<file path="src/rtl/scb_map.vh">
/*
 Constants for the system control block handler: byte offsets of words inside the
 control block, command and status field positions, unit codes.
 Assumes the block sits behind a simple word-wide memory master port.
*/
`ifndef SCB_MAP_VH
`define SCB_MAP_VH
`define SCB_OFF_CMD 32'h00000000
`define SCB_OFF_PTR 32'h00000004
`define SCB_OFF_CNT0 32'h00000008
`define SCB_OFF_THR 32'h00000020
`define SCB_ACK_LSB 28
`define SCB_RESET_BIT 23
`define SCB_CUC_LSB 24
`define SCB_RUC_LSB 20
`define SCB_EVT_LSB 12
`define SCB_CUS_LSB 8
`define SCB_RUS_LSB 4
`define SCB_THR_BIT 3
`define SCB_CUS_IDLE 3'h0
`define SCB_CUS_SUSP 3'h1
`define SCB_CUS_ACT 3'h2
`define SCB_RUS_IDLE 4'h0
`define SCB_RUS_SUSP 4'h1
`define SCB_RUS_NORES 4'h2
`define SCB_RUS_READY 4'h4
`define SCB_RUS_NORBD 4'hA
`define SCB_RUS_NOMORE 4'hC
`define SCB_CNT_CRC 3'h0
`define SCB_CNT_ALN 3'h1
`define SCB_CNT_RSC 3'h2
`define SCB_CNT_OVR 3'h3
`define SCB_CNT_CDT 3'h4
`define SCB_CNT_SHRT 3'h5
`define SCB_MIN_COLL_BYTES 16'h0040
`define SCB_INT_GAP 4'h4
`endif

</file>
<file path="src/rtl/scb_ctrl.v">
/*
 System control block handler: fetches and executes control commands on
 channel attention, writes the status word, keeps statistics counters.
 Assumes a single-outstanding memory port with a ready handshake.
*/
`include "scb_map.vh"
module scb_ctrl #(
   parameter AW = 32
) (
   input wire CLK_SYS_IN,
   input wire RESETN_IN,
   input wire CHANNEL_ATTENTION_IN,
   input wire COMPAT_MODE_IN,
   input wire LINEAR_MODE_IN,
   input wire MONITOR_MODE_IN,
   input wire [AW-1:0] SCB_BASE_IN,
   output reg MEM_REQ_OUT,
   output reg MEM_WE_OUT,
   output reg [AW-1:0] MEM_ADDR_OUT,
   output reg [31:0] MEM_WDATA_OUT,
   output reg MEM_LOCK_OUT,
   input wire MEM_READY_IN,
   input wire [31:0] MEM_RDATA_IN,
   input wire CMD_DONE_EVT_IN,
   input wire FRAME_RX_EVT_IN,
   input wire CU_IDLE_EVT_IN,
   input wire CU_SUSP_EVT_IN,
   input wire RU_NORES_EVT_IN,
   input wire [1:0] RU_NORES_KIND_IN,
   input wire FRAME_END_IN,
   input wire FRAME_CRC_ERR_IN,
   input wire FRAME_MISALIGNED_IN,
   input wire FRAME_SHORT_IN,
   input wire FRAME_DISCARDED_IN,
   input wire FRAME_BUS_LOST_IN,
   input wire FRAME_COLLISION_IN,
   input wire FRAME_IN_PREAMBLE_IN,
   input wire [15:0] FRAME_BYTES_IN,
   input wire THR_TERMINAL_IN,
   input wire THR_RUNNING_IN,
   output reg [2:0] CU_CMD_OUT,
   output reg [2:0] RU_CMD_OUT,
   output reg UNIT_CMD_STB_OUT,
   output reg [31:0] CMD_LIST_PTR_OUT,
   output reg [31:0] RX_AREA_PTR_OUT,
   output reg [31:0] THR_VALUES_OUT,
   output reg THR_LOAD_OUT,
   output reg [2:0] CMD_UNIT_STATE_OUT,
   output reg [3:0] RX_UNIT_STATE_OUT,
   output reg INT_OUT
);
   localparam S_IDLE = 9'h001;
   localparam S_RDCMD = 9'h002;
   localparam S_RDPTR = 9'h004;
   localparam S_RDTHR = 9'h008;
   localparam S_CLR = 9'h010;
   localparam S_STAT = 9'h020;
   localparam S_CRD = 9'h040;
   localparam S_CWR = 9'h080;
   localparam S_EXEC = 9'h100;

   reg [8:0] state_r;
   reg ca_d_r;
   reg ca_latch_r;
   reg [31:0] cmd_r;
   reg [3:0] evt_r;
   reg [5:0] pend_r;
   reg [2:0] cnt_sel_r;
   reg thr_loaded_r;
   reg thr_staged_r;
   reg ovr_hold_r;
   reg soft_rst_r;
   reg stat_dirty_r;
   reg [3:0] gap_r;
   reg int_want_r;
   reg [3:0] new_evt;
   reg [5:0] frame_hits;
   reg [2:0] next_cnt;
   reg [2:0] cus_nxt;
   reg [3:0] rus_nxt;
   reg thr_nxt;
   reg rst_pend_r;
   integer i;
   wire rst = ~RESETN_IN | soft_rst_r;
   wire [2:0] cmd_unit_control = cmd_r[`SCB_CUC_LSB+2:`SCB_CUC_LSB];
   wire [2:0] rx_unit_control = cmd_r[`SCB_RUC_LSB+2:`SCB_RUC_LSB];
   wire [15:0] status_word = {evt_r, 1'b0, CMD_UNIT_STATE_OUT, RX_UNIT_STATE_OUT,
                              thr_loaded_r & ~COMPAT_MODE_IN, 3'h0};

   always @* begin
      new_evt = {CMD_DONE_EVT_IN, FRAME_RX_EVT_IN, CU_IDLE_EVT_IN | CU_SUSP_EVT_IN, RU_NORES_EVT_IN};
      frame_hits = 6'h00;
      if (FRAME_END_IN && !FRAME_IN_PREAMBLE_IN) begin
         frame_hits[`SCB_CNT_CRC] = FRAME_CRC_ERR_IN & ~FRAME_MISALIGNED_IN;
         frame_hits[`SCB_CNT_ALN] = FRAME_CRC_ERR_IN & FRAME_MISALIGNED_IN;
         frame_hits[`SCB_CNT_RSC] = MONITOR_MODE_IN |
            (FRAME_DISCARDED_IN && (RX_UNIT_STATE_OUT == `SCB_RUS_NORES ||
             RX_UNIT_STATE_OUT == `SCB_RUS_NORBD));
         frame_hits[`SCB_CNT_OVR] = FRAME_BUS_LOST_IN & ~ovr_hold_r;
         frame_hits[`SCB_CNT_CDT] = FRAME_COLLISION_IN && FRAME_BYTES_IN >= `SCB_MIN_COLL_BYTES;
         frame_hits[`SCB_CNT_SHRT] = FRAME_SHORT_IN |
            (FRAME_COLLISION_IN && FRAME_BYTES_IN < `SCB_MIN_COLL_BYTES);
      end
      next_cnt = 3'h0;
      for (i = 5; i >= 0; i = i - 1) begin
         if (pend_r[i]) begin
            next_cnt = i[2:0];
         end
      end
      case (cmd_unit_control)
         3'h1, 3'h2: cus_nxt = `SCB_CUS_ACT;
         3'h4: cus_nxt = `SCB_CUS_IDLE;
         default: cus_nxt = CMD_UNIT_STATE_OUT;
      endcase
      case (rx_unit_control)
         3'h1: rus_nxt = `SCB_RUS_READY;
         3'h2: rus_nxt = (RX_UNIT_STATE_OUT == `SCB_RUS_SUSP) ? `SCB_RUS_READY : RX_UNIT_STATE_OUT;
         3'h3: rus_nxt = `SCB_RUS_SUSP;
         3'h4: rus_nxt = `SCB_RUS_IDLE;
         default: rus_nxt = RX_UNIT_STATE_OUT;
      endcase
      // Loaded flag as it will stand
      thr_nxt = thr_loaded_r | (thr_staged_r & (THR_TERMINAL_IN | ~THR_RUNNING_IN));
   end

   always @(posedge CLK_SYS_IN) begin
      if (rst) begin
         state_r <= S_IDLE;
         ca_d_r <= 1'b0;
         ca_latch_r <= 1'b0;
         cmd_r <= 32'h00000000;
         evt_r <= 4'h0;
         pend_r <= 6'h00;
         cnt_sel_r <= 3'h0;
         thr_loaded_r <= 1'b0;
         thr_staged_r <= 1'b0;
         ovr_hold_r <= 1'b0;
         soft_rst_r <= 1'b0;
         rst_pend_r <= 1'b0;
         stat_dirty_r <= 1'b0;
         gap_r <= 4'h0;
         int_want_r <= 1'b0;
         INT_OUT <= 1'b0;
         MEM_REQ_OUT <= 1'b0;
         MEM_WE_OUT <= 1'b0;
         MEM_ADDR_OUT <= {AW{1'b0}};
         MEM_WDATA_OUT <= 32'h00000000;
         MEM_LOCK_OUT <= 1'b0;
         CU_CMD_OUT <= 3'h0;
         RU_CMD_OUT <= 3'h0;
         UNIT_CMD_STB_OUT <= 1'b0;
         CMD_LIST_PTR_OUT <= 32'h00000000;
         RX_AREA_PTR_OUT <= 32'h00000000;
         THR_VALUES_OUT <= 32'h00000000;
         THR_LOAD_OUT <= 1'b0;
         CMD_UNIT_STATE_OUT <= `SCB_CUS_IDLE;
         RX_UNIT_STATE_OUT <= `SCB_RUS_IDLE;
      end else begin
         UNIT_CMD_STB_OUT <= 1'b0;
         THR_LOAD_OUT <= 1'b0;
         ca_d_r <= CHANNEL_ATTENTION_IN;
         if (ca_d_r && !CHANNEL_ATTENTION_IN) begin
            ca_latch_r <= 1'b1;
         end
         pend_r <= pend_r | frame_hits;
         if (FRAME_END_IN) begin
            ovr_hold_r <= FRAME_BUS_LOST_IN;
         end
         if (|new_evt) begin
            evt_r <= evt_r | new_evt;
            stat_dirty_r <= 1'b1;
            if (INT_OUT) begin
               gap_r <= `SCB_INT_GAP;
            end
         end
         if (CU_IDLE_EVT_IN) begin
            CMD_UNIT_STATE_OUT <= `SCB_CUS_IDLE;
         end else if (CU_SUSP_EVT_IN) begin
            CMD_UNIT_STATE_OUT <= `SCB_CUS_SUSP;
         end
         if (RU_NORES_EVT_IN) begin
            if (COMPAT_MODE_IN || RU_NORES_KIND_IN == 2'h0) begin
               RX_UNIT_STATE_OUT <= `SCB_RUS_NORES;
            end else if (RU_NORES_KIND_IN == 2'h1) begin
               RX_UNIT_STATE_OUT <= `SCB_RUS_NORBD;
            end else begin
               RX_UNIT_STATE_OUT <= `SCB_RUS_NOMORE;
            end
         end
         // Staged values land at terminal count, or at once when the timer is not running
         if (thr_staged_r && (THR_TERMINAL_IN || !THR_RUNNING_IN)) begin
            thr_staged_r <= 1'b0;
            thr_loaded_r <= 1'b1;
            THR_LOAD_OUT <= 1'b1;
         end
         if (gap_r != 4'h0) begin
            gap_r <= gap_r - 4'h1;
         end
         INT_OUT <= int_want_r && (|evt_r) && gap_r == 4'h0 && !(|new_evt && INT_OUT);
         case (state_r)
            S_IDLE: begin
               if (ca_latch_r) begin
                  ca_latch_r <= ca_d_r && !CHANNEL_ATTENTION_IN;
                  MEM_REQ_OUT <= 1'b1;
                  MEM_WE_OUT <= 1'b0;
                  MEM_ADDR_OUT <= SCB_BASE_IN + `SCB_OFF_CMD;
                  state_r <= S_RDCMD;
               end else if (|pend_r) begin
                  cnt_sel_r <= next_cnt;
                  MEM_LOCK_OUT <= 1'b1;
                  MEM_REQ_OUT <= 1'b1;
                  MEM_WE_OUT <= 1'b0;
                  MEM_ADDR_OUT <= SCB_BASE_IN + `SCB_OFF_CNT0 + {next_cnt, 2'b00};
                  state_r <= S_CRD;
               end else if (stat_dirty_r) begin
                  stat_dirty_r <= 1'b0;
                  MEM_REQ_OUT <= 1'b1;
                  MEM_WE_OUT <= 1'b1;
                  MEM_ADDR_OUT <= SCB_BASE_IN + `SCB_OFF_CMD;
                  MEM_WDATA_OUT <= {cmd_r[31:16], status_word};
                  state_r <= S_STAT;
               end
            end
            S_RDCMD: begin
               if (MEM_READY_IN) begin
                  cmd_r <= MEM_RDATA_IN;
                  evt_r <= (evt_r & ~MEM_RDATA_IN[31:`SCB_ACK_LSB]) | new_evt;
                  if (MEM_RDATA_IN[`SCB_CUC_LSB+2:`SCB_CUC_LSB] == 3'h1 ||
                      MEM_RDATA_IN[`SCB_RUC_LSB+2:`SCB_RUC_LSB] == 3'h1) begin
                     MEM_ADDR_OUT <= SCB_BASE_IN + `SCB_OFF_PTR;
                     state_r <= S_RDPTR;
                  end else if (!COMPAT_MODE_IN && (MEM_RDATA_IN[26:24] == 3'h5 ||
                               MEM_RDATA_IN[26:24] == 3'h6)) begin
                     MEM_ADDR_OUT <= SCB_BASE_IN + `SCB_OFF_THR;
                     state_r <= S_RDTHR;
                  end else begin
                     MEM_REQ_OUT <= 1'b0;
                     state_r <= S_EXEC;
                  end
               end
            end
            S_RDPTR: begin
               if (MEM_READY_IN) begin
                  MEM_REQ_OUT <= 1'b0;
                  if (cmd_unit_control == 3'h1) begin
                     CMD_LIST_PTR_OUT <= LINEAR_MODE_IN ? MEM_RDATA_IN : {16'h0000, MEM_RDATA_IN[15:0]};
                  end
                  if (rx_unit_control == 3'h1) begin
                     RX_AREA_PTR_OUT <= LINEAR_MODE_IN ? MEM_RDATA_IN : {16'h0000, MEM_RDATA_IN[31:16]};
                  end
                  state_r <= S_EXEC;
               end
            end
            S_RDTHR: begin
               if (MEM_READY_IN) begin
                  MEM_REQ_OUT <= 1'b0;
                  THR_VALUES_OUT <= MEM_RDATA_IN;
                  if (cmd_unit_control == 3'h6) begin
                     THR_LOAD_OUT <= 1'b1;
                     thr_loaded_r <= 1'b1;
                  end else begin
                     thr_staged_r <= 1'b1;
                  end
                  state_r <= S_EXEC;
               end
            end
            S_EXEC: begin
               // Reset once the clear is written
               if (cmd_r[`SCB_RESET_BIT]) begin
                  rst_pend_r <= 1'b1;
               end
               CU_CMD_OUT <= (cmd_unit_control == 3'h7 || (cmd_unit_control >= 3'h5 && COMPAT_MODE_IN)) ?
                             3'h0 : cmd_unit_control;
               RU_CMD_OUT <= (rx_unit_control >= 3'h5 || (rx_unit_control == 3'h2 && RX_UNIT_STATE_OUT != `SCB_RUS_SUSP)) ? 3'h0 : rx_unit_control;
               UNIT_CMD_STB_OUT <= 1'b1;
               CMD_UNIT_STATE_OUT <= cus_nxt;
               RX_UNIT_STATE_OUT <= rus_nxt;
               MEM_REQ_OUT <= 1'b1;
               MEM_WE_OUT <= 1'b1;
               MEM_ADDR_OUT <= SCB_BASE_IN + `SCB_OFF_CMD;
               MEM_WDATA_OUT <= {16'h0000, evt_r, 1'b0, cus_nxt, rus_nxt,
                                 thr_nxt & ~COMPAT_MODE_IN, 3'h0};
               cmd_r <= 32'h00000000;
               state_r <= S_CLR;
            end
            S_CLR, S_STAT: begin
               if (MEM_READY_IN) begin
                  MEM_REQ_OUT <= 1'b0;
                  MEM_WE_OUT <= 1'b0;
                  int_want_r <= 1'b1;
                  soft_rst_r <= rst_pend_r;
                  state_r <= S_IDLE;
               end
            end
            S_CRD: begin
               if (MEM_READY_IN) begin
                  MEM_WE_OUT <= 1'b1;
                  MEM_WDATA_OUT <= MEM_RDATA_IN + 32'h00000001;
                  state_r <= S_CWR;
               end
            end
            S_CWR: begin
               if (MEM_READY_IN) begin
                  MEM_REQ_OUT <= 1'b0;
                  MEM_WE_OUT <= 1'b0;
                  MEM_LOCK_OUT <= 1'b0;
                  pend_r <= (pend_r & ~(6'h01 << cnt_sel_r)) | frame_hits;
                  state_r <= S_IDLE;
               end
            end
            default: state_r <= S_IDLE;
         endcase
      end
   end
endmodule // scb_ctrl

</file>
<file path="config.mk">
export PLATFORM = sky130hd
export DESIGN_NAME = scb_ctrl
export DESIGN_NICKNAME = d
export VERILOG_FILES = /design/src/rtl/scb_ctrl.v
export VERILOG_INCLUDE_DIRS = /design/src /design/src/rtl
export SDC_FILE = /design/constraint.sdc
export NUM_CORES = 1
export LEC_CHECK = 0
export BUFFER_PORTS_ARGS = -buffer_cell sky130_fd_sc_hd__clkbuf_2
export CELL_PAD_IN_SITES_DETAIL_PLACEMENT = 0
export CELL_PAD_IN_SITES_GLOBAL_PLACEMENT = 1
export CORE_MARGIN = 5
export CORE_UTILIZATION = 41
export DETAILED_ROUTE_END_ITERATION = 12
export HOLD_SLACK_MARGIN = 0.1
export PLACE_DENSITY_LB_ADDON = 0.1
export SLEW_MARGIN = 0
export SYNTH_ARGS = -nofsm -noshare
export SYNTH_HDL_FRONTEND = slang
export SYNTH_SLANG_ARGS = --single-unit
export TNS_END_PERCENT = 30
</file>
<file path="constraint.sdc">
create_clock -name CLK_SYS_IN -period 8.95 [get_ports CLK_SYS_IN]
set_input_delay 0.895 -clock CLK_SYS_IN [delete_from_list [all_inputs] [get_ports CLK_SYS_IN]]
set_output_delay 0.895 -clock CLK_SYS_IN [all_outputs]
set_load 0.02 [all_outputs]
</file>
; After elaboration in Yosys (flattened, before gate mapping)
; Cells that the tools add are included.
[totals]
latch_bits = 0
wordCells = 257
mem_count = 0
ram_bits = 0
romBits = 0
reg_bits = 246
inputBits = 104
out_inout_bits = 179
[op_classes]
reduce_logical = 60
n_lt_le_gt_ge = 4
n_mux = 89
n_mul = 0
add_sub_neg = 6
n_shift = 1
bitwise = 26
eq_ne = 41
div = 0
[ops]
columns = op, n
row1 = 32-bit two-way mux, 13
row2 = 32-bit one-hot mux with 3 select lines, 2
row3 = 9-bit two-way mux, 9
row4 = 32-bit one-hot mux with 2 select lines, 1
row5 = 9-bit one-hot mux with 6 select lines, 1
row6 = 4-bit two-way mux, 10
row7 = 3-bit two-way mux, 12
row8 = 1-bit two-way mux, 33
row9 = 32-bit by 1-bit adder with 32-bit output (second input constant), 1
row10 = 32-bit by 3-bit adder with 32-bit output (second input constant), 1
row11 = 32-bit by 4-bit adder with 32-bit output (second input constant), 1
row12 = 32-bit by 5-bit adder with 32-bit output, 1
row13 = 32-bit by 6-bit adder with 32-bit output (second input constant), 1
row14 = 3-bit == test (second input constant), 6
row15 = 6-bit two-way mux, 3
row16 = 2-bit != test (second input constant), 9
row17 = 16-bit by 7-bit greater-or-equal comparator with 1-bit output (second input constant), 1
row18 = 16-bit by 7-bit < comparator with 1-bit output (second input constant), 1
row19 = 4-bit one-hot mux with 4 select lines, 1
row20 = 1-bit logical AND, 13
row21 = 3-bit by 1-bit == test with 1-bit output (second input constant), 4
row22 = 6-bit bitwise OR, 2
row23 = 4-bit AND reduction, 3
row24 = 4-bit nonzero test, 3
row25 = 47 further kinds, 95

; Depth between registers and ports, before layout
[logic_depth]
ltp_word = 10
ltp_mapped = 14
ltp_nobuf = 14

; Worst setup path before layout
; No wires, ideal clock.
[synth_timing]
path_kind = input port to flip-flop
from = input SCB_BASE_IN[3]
to = register MEM_ADDR_OUT[29]
cell_stages = 12
setup_slack_ps = 5755
n_path_buf = 0
t_arrival_ps = 3121
required_ps = 8876
setup_time_ps = 74
cell_sequence = inv_1 -> ha_1 -> inv_1 -> ha_1 -> inv_1 -> fa_1 -> nor2b_1 -> o2111ai_1 -> nor3_2 -> o21ai_2 -> or3_1 -> a31oi_1
[synth_via]
elab_chain_cells = 5
[synth_rtl]
columns = item, line_no
row1 = start: declaration, scb_ctrl.v:16  ; input wire [AW-1:0] SCB_BASE_IN,
row2 = 32-bit by 4-bit adder with 32-bit output (no source line) or 32-bit by 6-bit adder with 32-bit output (tied branches), n/a
row3 = 32-bit by 5-bit adder with 32-bit output or 32-bit two-way mux (tied branches), "scb_ctrl.v:213, scb_ctrl.v:232"
row4 = 32-bit two-way mux (on tied branches), "scb_ctrl.v:208, scb_ctrl.v:228"
row5 = 32-bit two-way mux (on tied branches), "scb_ctrl.v:202, scb_ctrl.v:225"
row6 = 32-bit one-hot mux with 3 select lines *, scb_ctrl.v:200  ; case (state_r)
row7 = end signal: assignment, scb_ctrl.v:206  ; MEM_ADDR_OUT <= SCB_BASE_IN + `SCB_OFF_CMD;
row8 = end signal: assignment, scb_ctrl.v:213  ; MEM_ADDR_OUT <= SCB_BASE_IN + `SCB_OFF_CNT0 + {next_cnt, 2'b00};
row9 = end signal: assignment, scb_ctrl.v:219  ; MEM_ADDR_OUT <= SCB_BASE_IN + `SCB_OFF_CMD;
row10 = end: declaration, scb_ctrl.v:19  ; output reg [AW-1:0] MEM_ADDR_OUT,
; Mark *: on every way between the ends. The rest lies on a longest branch, timed or not. The select of a mux whose other input is x is not followed.
; A chain may end at the register's enable or synchronous reset.

; Final worst setup path
[layout_timing]
from = register pend_r[0]
to = register MEM_ADDR_OUT[29]
[layout_via]
elab_chain_cells = 5
[layout_rtl]
columns = item, line_no
row1 = start: declaration, scb_ctrl.v:67  ; reg [5:0] pend_r;
row2 = start signal: assignment, scb_ctrl.v:165  ; pend_r <= pend_r | frame_hits;
row3 = start signal: assignment, scb_ctrl.v:307  ; pend_r <= (pend_r & ~(6'h01 << cnt_sel_r)) | frame_hits;
row4 = 3-bit two-way mux, scb_ctrl.v:106  ; if (pend_r[i]) begin
row5 = net next_cnt[2], scb_ctrl.v:78  ; reg [2:0] next_cnt;
row6 = 32-bit by 5-bit adder with 32-bit output, scb_ctrl.v:213
row7 = 32-bit two-way mux, scb_ctrl.v:208  ; end else if (|pend_r) begin
row8 = 32-bit two-way mux, scb_ctrl.v:202  ; if (ca_latch_r) begin
row9 = 32-bit one-hot mux with 3 select lines, scb_ctrl.v:200
; The timed path passes the listed nets, and every way through them passes these cells.

==> results.sh <==
export IMPL_yosysWarnings=0
export IMPL_vias_per_cell=5.61
export IMPL_finalNetCount=1719
export IMPL_setup_tns_ns=0
export IMPL_worstSetupEndpointType="flop"
export IMPL_relSlewSlack_pct=29.2
export IMPL_reg2reg_depth=11
export IMPL_cts_hold_buffers=0
export IMPL_power_share_sequential_pct=39.9
export IMPL_diodes=0
export IMPL_leakagePower_uw=0.00526
export IMPL_hp_start="int_want_r"
export IMPL_wl_per_cell_um=19.9
export IMPL_ys_async_sr_fraction_pct=0
export IMPL_dieArea_um2=30500
export IMPL_startpoint_type="flop"
export IMPL_root_buffer="clkbuf_16"
export IMPL_syn_inst=1405
export IMPL_drt_iter0_drc=755
export IMPL_netlist_area_leader_share_pct=41.4
export IMPL_worst_pin_slew_ns=1.06
export IMPL_cts_path_max_buffers=3
export IMPL_multi_input_area_um2=5960
export IMPL_stdcell_area_um2=13500
export IMPL_crit_required_ns=9.42
export IMPL_grt_total_usage_pct=24.5
export IMPL_min_period_ns=3.50
export IMPL_rsz0062_at_grt="false"
export IMPL_path_cells="or4_1 > nor2_1 > ha_1 > inv_1 > fa_1 > nor2b_1 > o2111ai_1 > nor3_2 > o21ai_2 > or3_1 > a31oi_1"
export IMPL_ir_worst_vdd_v=0.000114
export IMPL_grt_overflow=0
export IMPL_power_density_nw_per_um2=218
export IMPL_power_uw=2940
export IMPL_totalWireLength_um=39000
export IMPL_synth_area_per_cell_um2=7.92
export IMPL_drive_above_1_share_pct=22.7
export IMPL_setup_violations=0
export IMPL_cts_post_setup_buffers_inserted=0
export IMPL_io_buffers=276
export IMPL_min_path_cells=2
export IMPL_vias=11000
export IMPL_io_pins=283
export IMPL_ys_seq_elements=230
export IMPL_cts_made_buffers=27
export IMPL_p_clk_share_pct=38.4
export IMPL_placed_area_um2=12600
export IMPL_cp_arrival_ns=3.97
export IMPL_gp_congestion=0.866
export IMPL_path_clk_slew_ns=0.06
export IMPL_fillers=2672
export IMPL_area_growth_pct=21.2
export IMPL_maxCapViolCount=0
export IMPL_hold_violations=0
export IMPL_maxSlewViolCount=0
export IMPL_synth_edf_count=0
export IMPL_grt_antenna_before_repair=0
export IMPL_yosys_cell_count_top_type="nand2_1"
export IMPL_synth_distinct_cells=83
export IMPL_ctsResizeCount=0
export IMPL_worst_path_buf_inv=1
export IMPL_final_seq_area_um2=4600
export IMPL_fp_coreArea_um2=26800
export IMPL_place_hpwl_um=27200
export IMPL_period_share_pct=39.1
export IMPL_cts_tree="done"
export IMPL_grt_start_max_net_pins=88
export IMPL_critPathTopFamily="simple AND/OR/NAND/NOR gates"
export IMPL_synth_nets=1519
export IMPL_status="completed"
export IMPL_r2r_start="pend_r[0]"
export IMPL_synthTopCellsByCount="nand2_1 (232), dfxtp_1 (230), a21oi_1 (167), nor2_1 (127), clkbuf_1 (94)"
export IMPL_clkLatencyLatePin_ns=0.55
export IMPL_slowest_stage="or4_1"
export IMPL_synth_area_leaders="dfxtp_1 (41%), nand2_1 (7.8%), a21oi_1 (7.5%)"
export IMPL_intPower_uw=2010
export IMPL_drtAntennaViolNets=0
export IMPL_ctsHtreeMaxLevel=1
export IMPL_die_x_um=175
export IMPL_skew_ns=0.0231
export IMPL_drt_pre_antenna_iters=5
export IMPL_min_to="INT_OUT"
export IMPL_critical_path_max_fanout=9
export IMPL_die_h_um=175
export IMPL_ys_flop_type="dfxtp_1"
export IMPL_r2r_slack_ns=5.45
export IMPL_rows=60
export IMPL_crit_type="reg2reg"
export IMPL_grt_pass1_vias=10700
export IMPL_grt_pass1_wl_um=60900
export IMPL_synth_area_um2=11100
export IMPL_max_stage_delay_ns=0.64
export IMPL_max_freq_ghz=0.286
export IMPL_synth_top_area_cell="dfxtp_1"
export IMPL_comb_power_share_pct=21.7
export IMPL_final_util_pct=50.3
export IMPL_hold_path_class="reg2reg"
export IMPL_cts_sinks=230
export IMPL_start_util_pct=41.5
export IMPL_r2r_end="MEM_ADDR_OUT[29]"
export IMPL_p_sw_share_pct=31.7
export IMPL_p_sw_uw=931
export IMPL_drc_errors=0
export IMPL_synth_seq_area_share_pct=41.4
==> metal layers <==
metal / part of all wire (%) / GRT usage, % / up-vias / routed length [µm]
li1: - / - / 5376 / -
met1: 43 / 31.7 / 5252 / 16700
met2: 47 / 41.0 / 327 / 18500
met3: 6.8 / 5.30 / 66 / 2640
met4: 3.0 / 7.63 / 0 / 1170
met5: 0 / 0 / - / 0
==> registers in the layout, indices dropped and copies added, names as in the netlist, 3 cells and up <==
register / count
CMD_LIST_PTR_OUT: 32
CMD_UNIT_STATE_OUT: 3
CU_CMD_OUT: 3
MEM_ADDR_OUT: 32
MEM_WDATA_OUT: 32
RU_CMD_OUT: 3
RX_AREA_PTR_OUT: 32
RX_UNIT_STATE_OUT: 4
THR_VALUES_OUT: 32
cmd_r: 16
cnt_sel_r: 3
evt_r: 4
gap_r: 4
pend_r: 6
state_r: 9
==> layout by cell type (no fill, tap or decap), drive strengths merged, types with 19 or more instances in the layout <==
cell    instances
xnor2          29
nor3           34
dfxtp         230
nand2         234
nand3          67
a21oi         170
mux2i          23
nor4           27
a221oi         23
nand4          19
clkbuf        314
xor2           25
nor2          128
o21ai          59
inv            22
a211oi         35
==> kinds of logic (layout without fill, tap and decap cells) <==
kind of cell	count (synthesis)	count (layout)	share of synthesized area (%)
simple gates	587	587	25.6
flops	230	230	41.4
buf+inv	141	360	5.20
compound gates	360	360	20.3
fa+ha+maj	10	10	1.19
xor+xnor	54	54	4.25
mux	23	23	2.07
==> final cells by class <==
type / instances / share of cell area [%]
clock buffers: 38 / 5.69
clock inverters: 10 / 1.06
inverters: 21 / 0.585
multi-input cells: 1034 / 44.2
flip-flops and latches: 230 / 34.2
well taps: 341 / 3.17
repair buffers: 291 / 11.1
==> power groups by stage <==
stage | clock network, µW | logic [µW] | registers, µW
4_1_cts | 1150 | 644 | 1170
6_report | 1130 | 638 | 1170
3_3_place_gp | 0 | 637 | 1190
3_5_place_dp | 0 | 641 | 1200
5_1_grt | 1200 | 697 | 1180
2_1_floorplan | 0 | 347 | 1270
==> worst max path at each step <==
stage | start | endpoint | depth (start not counted)
finish | pend_r[0] | MEM_ADDR_OUT[29] | 11
global route | pend_r[0] | MEM_ADDR_OUT[29] | 11
CTS | pend_r[0] | MEM_ADDR_OUT[29] | 11
detailed placement | SCB_BASE_IN[3] | MEM_ADDR_OUT[29] | 13
global placement | SCB_BASE_IN[3] | MEM_ADDR_OUT[29] | 13
floorplan | SCB_BASE_IN[3] | MEM_ADDR_OUT[29] | 12
==> metrics by stage <==
| stage | setup slack (ns) | std cells | hold slack, ns |
|---|---|---|---|
| after floorplan | 5.76 | 1405 | 0.422 |
| after global placement | 5.27 | 1917 | 0.433 |
| after detailed placement | 5.25 | 1917 | 0.439 |
| after CTS | 5.41 | 1965 | 0.447 |
| after global routing | 5.15 | 1965 | 0.468 |
| final | 5.45 | 1965 | 0.447 |
==> tightest hold or removal path: stages, from the launching register on <==
cell and delay (ns):
dfxtp_1 0.31, nand2_1 0.05, nor4_1 0.04
Power figures use the tool's default switching activity.
